--- src/logic/ctrl_reg_map.svh ---
// register offsets, field masks, bit positions and reset values of the control register bank
`ifndef CTRL_REG_MAP_SVH
`define CTRL_REG_MAP_SVH

`define ADDR_IFACE_BASE 16'h0800
`define ADDR_IFACE_LAST 16'h0807
`define ADDR_PIN_LEVEL 16'h0808
`define ADDR_AUX_BASE 16'h0809
`define ADDR_AUX_LAST 16'h080c
`define ADDR_CAPTURE_0 16'h081a
`define ADDR_CAPTURE_1 16'h081b
`define ADDR_CORE_CONTROL 16'h081c
`define ADDR_RESERVED_081D 16'h081d
`define ADDR_SERIAL_OUT 16'h081e
`define ADDR_SERIAL_IN 16'h081f
`define ADDR_PIN_FUNC_0 16'h0820
`define ADDR_PIN_FUNC_1 16'h0821
`define ADDR_AUX_POWER 16'h0822
`define ADDR_RESERVED_0823 16'h0823
`define ADDR_AUX_ENABLE 16'h0824
`define ADDR_RESERVED_0825 16'h0825
`define ADDR_OSC_SHUTDOWN 16'h0826
`define ADDR_OUT_CONV_SETUP 16'h0827

`define MASK_IFACE 32'h0fff_ffff
`define MASK_PIN_LEVEL 32'h0000_0fff
`define MASK_AUX_DATA 32'h0000_0fff
`define MASK_CAPTURE 32'h0000_0fff
`define MASK_CORE_CONTROL 32'h0000_31ff
`define MASK_SERIAL_OUT 32'h0000_3fff
`define MASK_SERIAL_IN 32'h0000_001f
`define MASK_PIN_FUNC 32'h00ff_ffff
`define MASK_AUX_POWER 32'h0000_03ef
`define MASK_AUX_ENABLE 32'h0000_8000
`define MASK_OSC_SHUTDOWN 32'h0000_0004
`define MASK_OUT_CONV_SETUP 32'h0000_0003

`define BIT_AUX_PORT_WRITE 8
`define BIT_PIN_PORT_WRITE 7
`define BIT_IFACE_PORT_WRITE 6

`define RESET_WORD 32'h0000_0000

`endif

--- src/logic/ctrl_reg_pkg.sv ---
// types shared by the control register bank and its frame event synchroniser
package ctrl_reg_pkg;

  typedef logic [7:0][27:0] iface_words_t;
  typedef logic [3:0][11:0] aux_words_t;
  typedef logic [31:0] reg_word_t;

endpackage : ctrl_reg_pkg

--- src/logic/frame_event_if.sv ---
// frame and save-trigger events passed from the synchroniser to the register bank
`timescale 1ns/10ps
interface frame_event_if;
  logic save_edge_rising;
  logic frame_tick;
  logic save_tick;

  modport sync (
    input save_edge_rising,
    output frame_tick,
    output save_tick
  );

  modport bank (
    output save_edge_rising,
    input frame_tick,
    input save_tick
  );
endinterface : frame_event_if

--- src/logic/frame_event_sync.sv ---
// synchronises the frame clock and save trigger pins and turns the frame clock's rising edge and the selected save trigger edge into one-cycle ticks
`timescale 1ns/10ps
module frame_event_sync
  import ctrl_reg_pkg::*;
(
  input wire logic clk_i,
  input wire logic nrst_i,
  input wire logic frame_clk_i,
  input wire logic save_trig_i,
  frame_event_if.sync ev
);

  logic [1:0] pin_in;
  logic [1:0] stage1_q;
  logic [1:0] stage2_q;
  logic [1:0] stage3_q;
  logic [1:0] level_q;
  logic [1:0] level_d;
  logic frame_tick_q;
  logic frame_tick_d;
  logic save_tick_q;
  logic save_tick_d;

  assign pin_in = {save_trig_i, frame_clk_i};

  // a change counts only once the second and third stages agree
  genvar g;
  generate
    for (g = 0; g < 2; g++) begin : g_pin
      always_comb begin
        level_d[g] = (stage2_q[g] == stage3_q[g]) ? stage3_q[g] : level_q[g];
      end
    end
  endgenerate

  always_comb begin
    frame_tick_d = level_d[0] & ~level_q[0];
    save_tick_d = ev.save_edge_rising ? (level_d[1] & ~level_q[1]) : (~level_d[1] & level_q[1]); // [RULE4]
  end

  always_ff @(posedge clk_i or negedge nrst_i) begin
    if (!nrst_i) begin
      stage1_q <= 2'h0;
      stage2_q <= 2'h0;
      stage3_q <= 2'h0;
      level_q <= 2'h0;
      frame_tick_q <= 1'b0;
      save_tick_q <= 1'b0;
    end else begin
      stage1_q <= pin_in;
      stage2_q <= stage1_q;
      stage3_q <= stage2_q;
      level_q <= level_d;
      frame_tick_q <= frame_tick_d;
      save_tick_q <= save_tick_d;
    end
  end

  assign ev.frame_tick = frame_tick_q;
  assign ev.save_tick = save_tick_q;

endmodule : frame_event_sync

--- src/logic/control_register_bank.sv ---
// control-port register bank of the audio processor, refreshed once per sample frame
// Function
// [RULE1] eight 32-bit interface registers, 28-bit parameters
// [RULE2] parameter in bits 27:0, top four zero
// [RULE3] refresh from parameter memory each frame
// [RULE4] selectable save edge writes registers to EEPROM
// [RULE5] port-write mode lets host fill interface registers
// [RULE6] saved parameters restored after reset or power-up
// [RULE7] host sets pin levels only in pin-write mode
// [RULE8] pin setting register updated once per frame
// [RULE9] twelve pin level bits, bits 15:12 zero
// [RULE10] capture selector: 10-bit step, 2-bit source
// [RULE11] aux-data port-write mode lets host write aux data
// [RULE12] reserved and zero bits read zero, ignore writes
`timescale 1ns/10ps
`include "ctrl_reg_map.svh"
module control_register_bank
  import ctrl_reg_pkg::*;
(
  input wire logic clk_i,
  input wire logic nrst_i,
  input wire logic [15:0] addr_i,
  input wire logic wr_en_i,
  input wire logic rd_en_i,
  input wire logic [31:0] wdata_i,
  output logic [31:0] rdata_o,
  output logic rvalid_o,
  input wire logic frame_clk_i,
  input wire logic save_trig_i,
  input wire logic save_edge_rising_i,
  input wire iface_words_t param_word_i,
  input wire logic restore_valid_i,
  input wire iface_words_t restore_data_i,
  output logic save_strobe_o,
  output iface_words_t save_data_o,
  input wire logic [11:0] gpio_level_i,
  output logic [11:0] gpio_level_o,
  input wire aux_words_t aux_adc_data_i,
  output aux_words_t aux_data_o,
  output logic [15:0] core_control_o,
  output logic [11:0] capture_select_0_o,
  output logic [11:0] capture_select_1_o,
  output logic [15:0] serial_output_config_o,
  output logic [7:0] serial_input_config_o,
  output logic [23:0] pin_function_config_0_o,
  output logic [23:0] pin_function_config_1_o,
  output logic [15:0] aux_converter_power_control_o,
  output logic [15:0] aux_converter_enable_o,
  output logic [15:0] oscillator_shutdown_o,
  output logic [15:0] output_converter_setup_o
);

  frame_event_if ev ();

  frame_event_sync u_sync (
    .clk_i(clk_i),
    .nrst_i(nrst_i),
    .frame_clk_i(frame_clk_i),
    .save_trig_i(save_trig_i),
    .ev(ev.sync)
  );

  assign ev.save_edge_rising = save_edge_rising_i;

  // writable bits of each mapped word; an unmapped address has none
  function automatic logic [31:0] write_mask(input logic [15:0] a);
    logic [31:0] m;
    m = `RESET_WORD;
    if (a >= `ADDR_IFACE_BASE && a <= `ADDR_IFACE_LAST) begin
      m = `MASK_IFACE;
    end else if (a >= `ADDR_AUX_BASE && a <= `ADDR_AUX_LAST) begin
      m = `MASK_AUX_DATA;
    end else begin
      unique case (a)
        `ADDR_PIN_LEVEL: m = `MASK_PIN_LEVEL;
        `ADDR_CAPTURE_0: m = `MASK_CAPTURE;
        `ADDR_CAPTURE_1: m = `MASK_CAPTURE;
        `ADDR_CORE_CONTROL: m = `MASK_CORE_CONTROL;
        `ADDR_SERIAL_OUT: m = `MASK_SERIAL_OUT;
        `ADDR_SERIAL_IN: m = `MASK_SERIAL_IN;
        `ADDR_PIN_FUNC_0: m = `MASK_PIN_FUNC;
        `ADDR_PIN_FUNC_1: m = `MASK_PIN_FUNC;
        `ADDR_AUX_POWER: m = `MASK_AUX_POWER;
        `ADDR_AUX_ENABLE: m = `MASK_AUX_ENABLE;
        `ADDR_OSC_SHUTDOWN: m = `MASK_OSC_SHUTDOWN;
        `ADDR_OUT_CONV_SETUP: m = `MASK_OUT_CONV_SETUP;
        default: m = `RESET_WORD;
      endcase
    end
    return m;
  endfunction : write_mask

  function automatic logic is_iface(input logic [15:0] a);
    return (a >= `ADDR_IFACE_BASE) && (a <= `ADDR_IFACE_LAST);
  endfunction : is_iface

  function automatic logic is_aux(input logic [15:0] a);
    return (a >= `ADDR_AUX_BASE) && (a <= `ADDR_AUX_LAST);
  endfunction : is_aux

  iface_words_t iface_q;
  iface_words_t iface_d;
  iface_words_t save_data_q;
  iface_words_t save_data_d;
  logic save_strobe_q;
  logic save_strobe_d;
  logic [11:0] pin_level_q;
  logic [11:0] pin_level_d;
  logic [11:0] gpio_out_q;
  logic [11:0] gpio_out_d;
  aux_words_t aux_q;
  aux_words_t aux_d;
  logic [11:0] capture_0_q;
  logic [11:0] capture_0_d;
  logic [11:0] capture_1_q;
  logic [11:0] capture_1_d;
  logic [15:0] core_q;
  logic [15:0] core_d;
  logic [15:0] serial_out_q;
  logic [15:0] serial_out_d;
  logic [7:0] serial_in_q;
  logic [7:0] serial_in_d;
  logic [23:0] pin_func_0_q;
  logic [23:0] pin_func_0_d;
  logic [23:0] pin_func_1_q;
  logic [23:0] pin_func_1_d;
  logic [15:0] aux_power_q;
  logic [15:0] aux_power_d;
  logic [15:0] aux_enable_q;
  logic [15:0] aux_enable_d;
  logic [15:0] osc_q;
  logic [15:0] osc_d;
  logic [15:0] conv_setup_q;
  logic [15:0] conv_setup_d;
  logic [31:0] rdata_q;
  logic [31:0] rdata_d;
  logic rvalid_q;
  logic rvalid_d;

  logic [31:0] wmasked;
  logic iface_mode;
  logic pin_mode;
  logic aux_mode;
  logic [2:0] iface_idx;
  logic [1:0] aux_idx;
  logic [15:0] aux_off;

  always_comb begin
    wmasked = wdata_i & write_mask(addr_i); // [RULE12]
    iface_mode = core_q[`BIT_IFACE_PORT_WRITE];
    pin_mode = core_q[`BIT_PIN_PORT_WRITE];
    aux_mode = core_q[`BIT_AUX_PORT_WRITE];
    iface_idx = addr_i[2:0];
    aux_off = addr_i - `ADDR_AUX_BASE;
    aux_idx = aux_off[1:0];
  end

  // interface words: restore wins, then host writes in port-write mode, else frame refresh
  always_comb begin
    iface_d = iface_q;
    save_data_d = save_data_q;
    save_strobe_d = 1'b0;
    if (restore_valid_i) begin
      iface_d = restore_data_i; // [RULE6]
    end else if (iface_mode) begin
      if (wr_en_i && is_iface(addr_i)) begin
        iface_d[iface_idx] = wmasked[27:0]; // [RULE5] [RULE1] [RULE2]
      end
    end else if (ev.frame_tick) begin
      iface_d = param_word_i; // [RULE3]
    end
    if (ev.save_tick) begin
      save_data_d = iface_q; // [RULE4]
      save_strobe_d = 1'b1;
    end
  end

  always_ff @(posedge clk_i or negedge nrst_i) begin
    if (!nrst_i) begin
      iface_q <= '0;
      save_data_q <= '0;
      save_strobe_q <= 1'b0;
    end else begin
      iface_q <= iface_d;
      save_data_q <= save_data_d;
      save_strobe_q <= save_strobe_d;
    end
  end

  // pin levels and auxiliary data follow the frame unless the host owns them
  always_comb begin
    pin_level_d = pin_level_q;
    gpio_out_d = gpio_out_q;
    aux_d = aux_q;
    if (pin_mode) begin
      if (wr_en_i && addr_i == `ADDR_PIN_LEVEL) begin
        pin_level_d = wmasked[11:0]; // [RULE7] [RULE9]
      end
    end else if (ev.frame_tick) begin
      pin_level_d = gpio_level_i; // [RULE8]
    end
    if (ev.frame_tick) begin
      gpio_out_d = pin_level_q; // [RULE8]
    end
    if (aux_mode) begin
      if (wr_en_i && is_aux(addr_i)) begin
        aux_d[aux_idx] = wmasked[11:0]; // [RULE11]
      end
    end else if (ev.frame_tick) begin
      aux_d = aux_adc_data_i;
    end
  end

  always_ff @(posedge clk_i or negedge nrst_i) begin
    if (!nrst_i) begin
      pin_level_q <= 12'h000;
      gpio_out_q <= 12'h000;
      aux_q <= '0;
    end else begin
      pin_level_q <= pin_level_d;
      gpio_out_q <= gpio_out_d;
      aux_q <= aux_d;
    end
  end

  // plain configuration words; only masked bits are stored
  always_comb begin
    capture_0_d = capture_0_q;
    capture_1_d = capture_1_q;
    core_d = core_q;
    serial_out_d = serial_out_q;
    serial_in_d = serial_in_q;
    pin_func_0_d = pin_func_0_q;
    pin_func_1_d = pin_func_1_q;
    aux_power_d = aux_power_q;
    aux_enable_d = aux_enable_q;
    osc_d = osc_q;
    conv_setup_d = conv_setup_q;
    if (wr_en_i) begin
      unique case (addr_i)
        `ADDR_CAPTURE_0: capture_0_d = wmasked[11:0]; // [RULE10]
        `ADDR_CAPTURE_1: capture_1_d = wmasked[11:0]; // [RULE10]
        `ADDR_CORE_CONTROL: core_d = wmasked[15:0];
        `ADDR_SERIAL_OUT: serial_out_d = wmasked[15:0];
        `ADDR_SERIAL_IN: serial_in_d = wmasked[7:0];
        `ADDR_PIN_FUNC_0: pin_func_0_d = wmasked[23:0];
        `ADDR_PIN_FUNC_1: pin_func_1_d = wmasked[23:0];
        `ADDR_AUX_POWER: aux_power_d = wmasked[15:0];
        `ADDR_AUX_ENABLE: aux_enable_d = wmasked[15:0];
        `ADDR_OSC_SHUTDOWN: osc_d = wmasked[15:0];
        `ADDR_OUT_CONV_SETUP: conv_setup_d = wmasked[15:0];
        default: ;
      endcase
    end
  end

  always_ff @(posedge clk_i or negedge nrst_i) begin
    if (!nrst_i) begin
      capture_0_q <= 12'h000;
      capture_1_q <= 12'h000;
      core_q <= 16'h0000;
      serial_out_q <= 16'h0000;
      serial_in_q <= 8'h00;
      pin_func_0_q <= 24'h00_0000;
      pin_func_1_q <= 24'h00_0000;
      aux_power_q <= 16'h0000;
      aux_enable_q <= 16'h0000;
      osc_q <= 16'h0000;
      conv_setup_q <= 16'h0000;
    end else begin
      capture_0_q <= capture_0_d;
      capture_1_q <= capture_1_d;
      core_q <= core_d;
      serial_out_q <= serial_out_d;
      serial_in_q <= serial_in_d;
      pin_func_0_q <= pin_func_0_d;
      pin_func_1_q <= pin_func_1_d;
      aux_power_q <= aux_power_d;
      aux_enable_q <= aux_enable_d;
      osc_q <= osc_d;
      conv_setup_q <= conv_setup_d;
    end
  end

  // read data answers one cycle after the strobe; reserved and unmapped words read zero
  always_comb begin
    rdata_d = `RESET_WORD;
    rvalid_d = rd_en_i;
    if (rd_en_i) begin
      if (is_iface(addr_i)) begin
        rdata_d = {4'h0, iface_q[iface_idx]}; // [RULE2]
      end else if (is_aux(addr_i)) begin
        rdata_d = {20'h0_0000, aux_q[aux_idx]};
      end else begin
        unique case (addr_i)
          `ADDR_PIN_LEVEL: rdata_d = {20'h0_0000, pin_level_q}; // [RULE9]
          `ADDR_CAPTURE_0: rdata_d = {20'h0_0000, capture_0_q};
          `ADDR_CAPTURE_1: rdata_d = {20'h0_0000, capture_1_q};
          `ADDR_CORE_CONTROL: rdata_d = {16'h0000, core_q};
          `ADDR_SERIAL_OUT: rdata_d = {16'h0000, serial_out_q};
          `ADDR_SERIAL_IN: rdata_d = {24'h00_0000, serial_in_q};
          `ADDR_PIN_FUNC_0: rdata_d = {8'h00, pin_func_0_q};
          `ADDR_PIN_FUNC_1: rdata_d = {8'h00, pin_func_1_q};
          `ADDR_AUX_POWER: rdata_d = {16'h0000, aux_power_q};
          `ADDR_AUX_ENABLE: rdata_d = {16'h0000, aux_enable_q};
          `ADDR_OSC_SHUTDOWN: rdata_d = {16'h0000, osc_q};
          `ADDR_OUT_CONV_SETUP: rdata_d = {16'h0000, conv_setup_q};
          default: rdata_d = `RESET_WORD; // [RULE12]
        endcase
      end
    end
  end

  always_ff @(posedge clk_i or negedge nrst_i) begin
    if (!nrst_i) begin
      rdata_q <= `RESET_WORD;
      rvalid_q <= 1'b0;
    end else begin
      rdata_q <= rdata_d;
      rvalid_q <= rvalid_d;
    end
  end

  assign rdata_o = rdata_q;
  assign rvalid_o = rvalid_q;
  assign save_strobe_o = save_strobe_q;
  assign save_data_o = save_data_q;
  assign gpio_level_o = gpio_out_q;
  assign aux_data_o = aux_q;
  assign core_control_o = core_q;
  assign capture_select_0_o = capture_0_q;
  assign capture_select_1_o = capture_1_q;
  assign serial_output_config_o = serial_out_q;
  assign serial_input_config_o = serial_in_q;
  assign pin_function_config_0_o = pin_func_0_q;
  assign pin_function_config_1_o = pin_func_1_q;
  assign aux_converter_power_control_o = aux_power_q;
  assign aux_converter_enable_o = aux_enable_q;
  assign oscillator_shutdown_o = osc_q;
  assign output_converter_setup_o = conv_setup_q;

endmodule : control_register_bank

--- config.mk ---
export PLATFORM = sky130hd
export DESIGN_NAME = control_register_bank
export DESIGN_NICKNAME = d
export VERILOG_FILES = /design/src/logic/ctrl_reg_pkg.sv /design/src/logic/frame_event_if.sv /design/src/logic/frame_event_sync.sv /design/src/logic/control_register_bank.sv
export VERILOG_INCLUDE_DIRS = /design/src /design/src/logic
export SDC_FILE = /design/constraint.sdc
export NUM_CORES = 2
export LEC_CHECK = 0
export ABC_AREA = 1
export BUFFER_PORTS_ARGS = -buffer_cell sky130_fd_sc_hd__buf_2
export CORE_AREA = 2 2 407 409
export DETAILED_ROUTE_END_ITERATION = 7
export DIE_AREA = 0 0 409 411
export PLACE_DENSITY = 0.49
export SLEW_MARGIN = 40
export SYNTH_ARGS = -nofsm -noshare
export SYNTH_HDL_FRONTEND = slang
export SYNTH_SLANG_ARGS = --single-unit
--- constraint.sdc ---
create_clock -name clk_i -period 4.6 [get_ports clk_i]
set_clock_uncertainty 0.1 [all_clocks]
set_input_delay 0.46 -clock clk_i [delete_from_list [all_inputs] [get_ports clk_i]]
set_output_delay 0.46 -clock clk_i [all_outputs]
set_load 0.03 [all_outputs]
-- Yosys cells after proc, flatten, opt, wreduce, memory -nomap -nowiden
Cells that the tools add are included.
- reductions and logical operators: 26
- $lt $le $gt $ge: 8
- add/sub/neg operators: 1
- equality and inequality tests: 17
- multiplexer cells: 31
- bitwise logic cells: 7
- operators with widths (cell ; count):
    224-bit two-way mux ; 4
    24-bit case mux with 12 select lines ; 1
    224-bit bitwise mux ; 1
    24-bit case mux with 9 select lines ; 1
    16-bit by 12-bit == test with 1-bit output, second input constant ; 12
    28-bit two-way mux ; 6
    48-bit two-way mux ; 3
    28-bit binary-select mux with 3-bit select ; 1
    28-bit demux with 3-bit select ; 1
    12-bit two-way mux ; 5
    48-bit bitwise mux ; 1
    16-bit by 12-bit greater-or-equal comparator with 1-bit output, second input constant ; 2
    16-bit by 12-bit less-or-equal comparator with 1-bit output, second input constant ; 2
    28-bit AND ; 1
    2-bit AND reduction ; 14
    12-bit binary-select mux with 2-bit select ; 1
    12-bit demux with 2-bit select ; 1
    24-bit two-way mux ; 1
    1-bit logical AND ; 7
    3-bit by 4-bit less-than comparator with 1-bit output, second input constant ; 1
    1-bit two-way mux ; 4
    2-bit by 1-bit != test with 1-bit output, second input constant ; 2
    2-bit nonzero test ; 2
    1-bit AND ; 3
    10 further kinds ; 13
- logic and storage cells: 132
- register bits: 740
- bits of input ports: 564

-- Longest topological paths before layout
- depth in word-level cells: 10
- mapped depth: 17
- mapped depth without buffers: 14

-- Modules after synthesis
From an unflattened synthesis, not the netlist that was laid out.
- cells, all modules: 4425
- area, all modules: 35834.4 µm²
- modules (own cells, without submodules) (module ; cells each ; area each (µm²) ; times used ; sequential area each (µm²)):
    control_register_bank ; 4401 ; 35519.1 ; 1 ; 18167.4
    frame_event_sync ; 24 ; 315.3 ; 1 ; 250.2

-- Worst setup path after synthesis
Ideal clock, no wire load.
- path type: input port to flip-flop
- start: input addr_i[0]
- end: register capture_0_q[8], in the netlist capture_select_0_o[8]
- cell stages on the path: 17
- library setup time: 0.065 ns
- arrival time: 2.669 ns
- path slack: 1.766 ns
- cell sequence: inv_1 -> clkbuf_1 -> buf_1 -> ha_1 -> inv_1 -> nor2_1 -> nand2_1 -> nand2_1 -> nand3_2 -> nand2_1 -> inv_2 -> nand3_2 -> buf_4 -> nand2_1 -> nand2_1 -> o21ai_0 -> inv_1
- longest elaborated chain between the ends: 6
- elaborated cells between the ends (all ways): 25
- ends and longest elaborated chain (item ; RTL line ; RTL):
    start: declaration ; control_register_bank.sv:22 ; input wire logic [15:0] addr_i,
    branches (longest 6 deep; another with 16-bit by 12-bit greater-or-equal comparator with 1-bit output) ; - ;
    end signal: assignment ; control_register_bank.sv:271 ; capture_0_q <= capture_0_d;
    end: declaration ; control_register_bank.sv:113 ; logic [11:0] capture_0_q;
Parallel ways; which one is timed is not known.
A chain may end at the register's enable or synchronous reset.

-- Worst setup path in the final report
- start: input addr_i[13]
- end: register iface_q[144] (netlist bit)
- longest elaborated chain between the ends: 10
- elaborated cells between the ends (all ways): 31
- ends and longest elaborated chain (item ; RTL line ; RTL):
    branches (longest 10 deep; another with 16-bit by 12-bit greater-or-equal comparator with 1-bit output) ; - ;
    end signal: assignment ; control_register_bank.sv:184 ; iface_q <= iface_d;
    end: declaration ; control_register_bank.sv:101 ; iface_words_t iface_q;
Parallel ways; which one is timed is not known. The select of a mux whose other input is x is not followed.

==> flow_metrics.tcl <==
set metrics [dict create \
    p_sw_mw 7.49 \
    place_ws_ps 648 \
    synth.cell_area_um2 36100 \
    cts_max_path_buffers 3 \
    synth_ff_type "dfrtp_1" \
    cp_max_fo 25 \
    htree_levels 3 \
    p_int_mw 13.2 \
    syn_avg_cell_area_um2 8.21 \
    root_buffer "clkbuf_16" \
    cts.sinks 736 \
    holdWs_ps 51.5 \
    power_leakage_nw 24.5 \
    ir_drop_v 0.000347 \
    fin_area_um2 48800 \
    layout-drive-gt1-share_pct 26.0 \
    tightest_slew_ps 1010 \
    cap_violations 0 \
    numCtsBuffers 94 \
    rows 149 \
    grt_overflow 0 \
    slew_headroom_pct 32.6 \
    yosys_warnings 0 \
    ys_ff_latch 736 \
    wl_mm 220 \
    hold_path.startpoint "restore_data_i[222]" \
    max_stage_delay_ps 580 \
    ys_async_sr_fraction_pct 100 \
    crit_path_start_kind "input port" \
    status "finished clean" \
    first_iter_violations 4239 \
    yosys-top-cells-count "749 x nand2_1, 736 x dfrtp_1, 582 x nor2_1, 524 x a21oi_1, 431 x inv_1" \
    dieWidth_um 409 \
    cts_tree "built" \
    hold_path_class "in -> reg" \
    arrival_ps 4140 \
    critPathBufInv 4 \
    finalHoldViolCount 0 \
    hpwl_mm 170 \
    rsz0062_at_grt "no" \
    drcViolationCount 0 \
    ys_types 54 \
    final_cells 7814 \
    placedCellCount 7510 \
    reg2reg_slack_ps 970 \
    grt_pass1_vias 35900 \
    cp_top_family "simple AND/OR/NAND/NOR gates" \
    grt.total_usage_pct 25.2 \
    ys_seq_area_share_pct 51.0 \
    r2r_end "iface_q[144]" \
    gp_congestion 0.925 \
    required_ps 5110 \
    grt_first_pass_wirelength_mm 297 \
    period_share_pct 79.0 \
    io_buffers 1049 \
    crit_path_frequent_cell "buf_4" \
    critPathKind "in -> reg" \
    r2r_cells 7 \
    wire_per_inst_um 28.2 \
    end_kind "register" \
    synth_top_cell_by_area "dfrtp_1" \
    dr_total_vias 38200 \
    io_pins 1058 \
    nets 6099 \
    grt_start_max_net_pins 191 \
    grt_antenna_before_repair 38 \
    firstDrtPassIters 8 \
    reg2reg_from "u_sync.ev.frame_tick" \
    power_density_nw_per_um2 424 \
    cts.clk_slew.worst_paths_ps 60 \
    netlist.area_leader.share_pct 51.0 \
    power.share.clock_pct 36.9 \
    crit_slowest_cell "nor2_1" \
    p_seq_share_pct 38.7 \
    clk_latency_ps 730 \
    whs_endpoint "iface_q[222]" \
    synth_edf_count 0 \
    dpl_cell_area_um2 44400 \
    cts_setup_buffers 0 \
    core_area_um2 164000 \
    p_comb_share_pct 24.3 \
    dieArea_um2 168000 \
    crit_chain "buf_2 > nor2_1 > nand2_1 > nor2_4 > nand2_2 > o21ai_4 > buf_4 > nand3_4 > buf_4 > a21oi_1 > a31oi_1 > dlygate4sd3_1" \
    worst_slack_ps 968 \
    timing.fmax_ghz 0.275 \
    setup_viol 0 \
    finalCriticalPeriod_ps 3630 \
    area_growth_pct 35.2 \
    synth.area.top_cells "dfrtp_1 51%, nand2_1 7.8%, a21oi_1 7.3%, nor2_1 6.1%, inv_1 4.5%" \
    ant_nets 0 \
    via_per_inst 4.88 \
    start_util_pct 22.0 \
    slew_viol_final 0 \
    netlist_instances 4396 \
    hold_depth 5 \
    die_h_um 411 \
    p_sw_share_pct 36.2 \
    yosysMostFrequentCell "nand2_1" \
    setup_tns_ps 0 \
]
==> worst register-to-register path: cells and delay by family (launching register included) <==
| family | cells | cell delay [ps] |
|---|---|---|
| buffers and inverters | 3 | 1370 |
| and+or+nand+nor | 2 | 990 |
| DFF | 1 | 700 |
| AOI/OAI and AO/OA | 2 | 400 |
==> kinds of logic after synthesis <==
logic type / synth area share [%]
buf+inv: 8.04
flops: 51.0
compound gates: 20.4
mux: 0.939
fa+ha+maj: 0.305
simple gates: 19.3
other cells: 0.0104
==> stage by stage <==
step / utilization (%) / power [mW]
6_report: 29.8 / 20.7
5_1_grt: 29.8 / 21.5
4_1_cts: 29.7 / 20.8
3_5_place_dp: 27.1 / 13.0
3_3_place_gp: 27.1 / 13.0
2_1_floorplan: - / 10.6
==> worst max path at each step <==
stage / start / end / slack [ps] / cells after the start
floorplan: addr_i[0] / capture_select_0_o[8] / 1770 / 17
global placement: addr_i[15] / iface_q[94] / 640 / 14
detailed placement: addr_i[15] / iface_q[66] / 650 / 14
CTS: u_sync.ev.frame_tick / iface_q[144] / 880 / 7
global route: u_sync.ev.frame_tick / iface_q[144] / 760 / 7
finish: addr_i[13] / iface_q[144] / 970 / 12
==> placed cells by master (no fill, tap or decap), types with 9 or more instances in the layout <==
cell              n
diode_2          27
nor3_1           22
a21boi_1         65
o22ai_1          55
clkbuf_1         21
o221ai_1         20
nand4_1          26
a22o_1          122
a21oi_1         524
clkbuf_16        95
dlygate4sd3_1   107
nor2_4            9
buf_4           145
nand3_1         248
a22oi_1         148
buf_2          1047
a221oi_1         12
clkinv_2         10
nor2_1          573
mux2_2           23
or2_2             9
o21a_1           12
inv_2            17
dfrtp_1         735
a21boi_0         14
buf_12           14
nor2_2           11
clkbuf_8         22
o21ai_0         200
inv_1           427
nand2_1         749
==> area by class of cell <==
| cell class | count | area, um^2 |
|---|---|---|
| tap | 2189 | 2740 |
| antenna | 27 | 67.6 |
| clock buffer | 138 | 2760 |
| multi-input combinational | 2926 | 14900 |
| clock inverter | 29 | 418 |
| inverter | 448 | 1680 |
| timing repair buffer | 1321 | 7820 |
| sequential | 736 | 18400 |
| fill | 17900 | 115000 |
==> repair_timing <==
action / 4_1_cts / 5_1_grt
hold buffers: 107 / 0
resized for setup: 0 / 0
hold endpoints to repair: 213 / 0
==> power groups by stage <==
stage | clock (mW) | combinational [mW] | sequential, mW
floorplan | 0 | 1.42 | 9.21
global placement | 0 | 4.92 | 8.08
detailed placement | 0 | 4.95 | 8.10
CTS | 7.78 | 5.04 | 8.00
global route | 8.05 | 5.35 | 8.10
finish | 7.64 | 5.03 | 8.01
==> state kept, by name, summed over array words and instances (netlist names), 2 cells and up <==
register and flops:
iface_q 224, save_data_o 224, aux_data_o 48, rdata_o 28, pin_function_config_0_o 24, pin_function_config_1_o 24
aux_converter_enable_o 16, aux_converter_power_control_o 16, core_control_o 16, oscillator_shutdown_o 16, output_converter_setup_o 16, serial_output_config_o 16
capture_select_0_o 12, capture_select_1_o 12, gpio_level_o 12, pin_level_q 12, serial_input_config_o 8, u_sync.level_q 2
u_sync.stage1_q 2, u_sync.stage2_q 2, u_sync.stage3_q 2
==> metal layers <==
layer	share of wire [%]	wire length, um	vias up	track usage [%]
met5	0.015	34	-	0
met4	2.3	5080	6	6.01
met3	7.7	16900	238	5.12
met2	45	98700	1776	38.8
met1	45	99500	19200	36.0
li1	-	-	17000	-
Power figures use the tool's default switching activity.
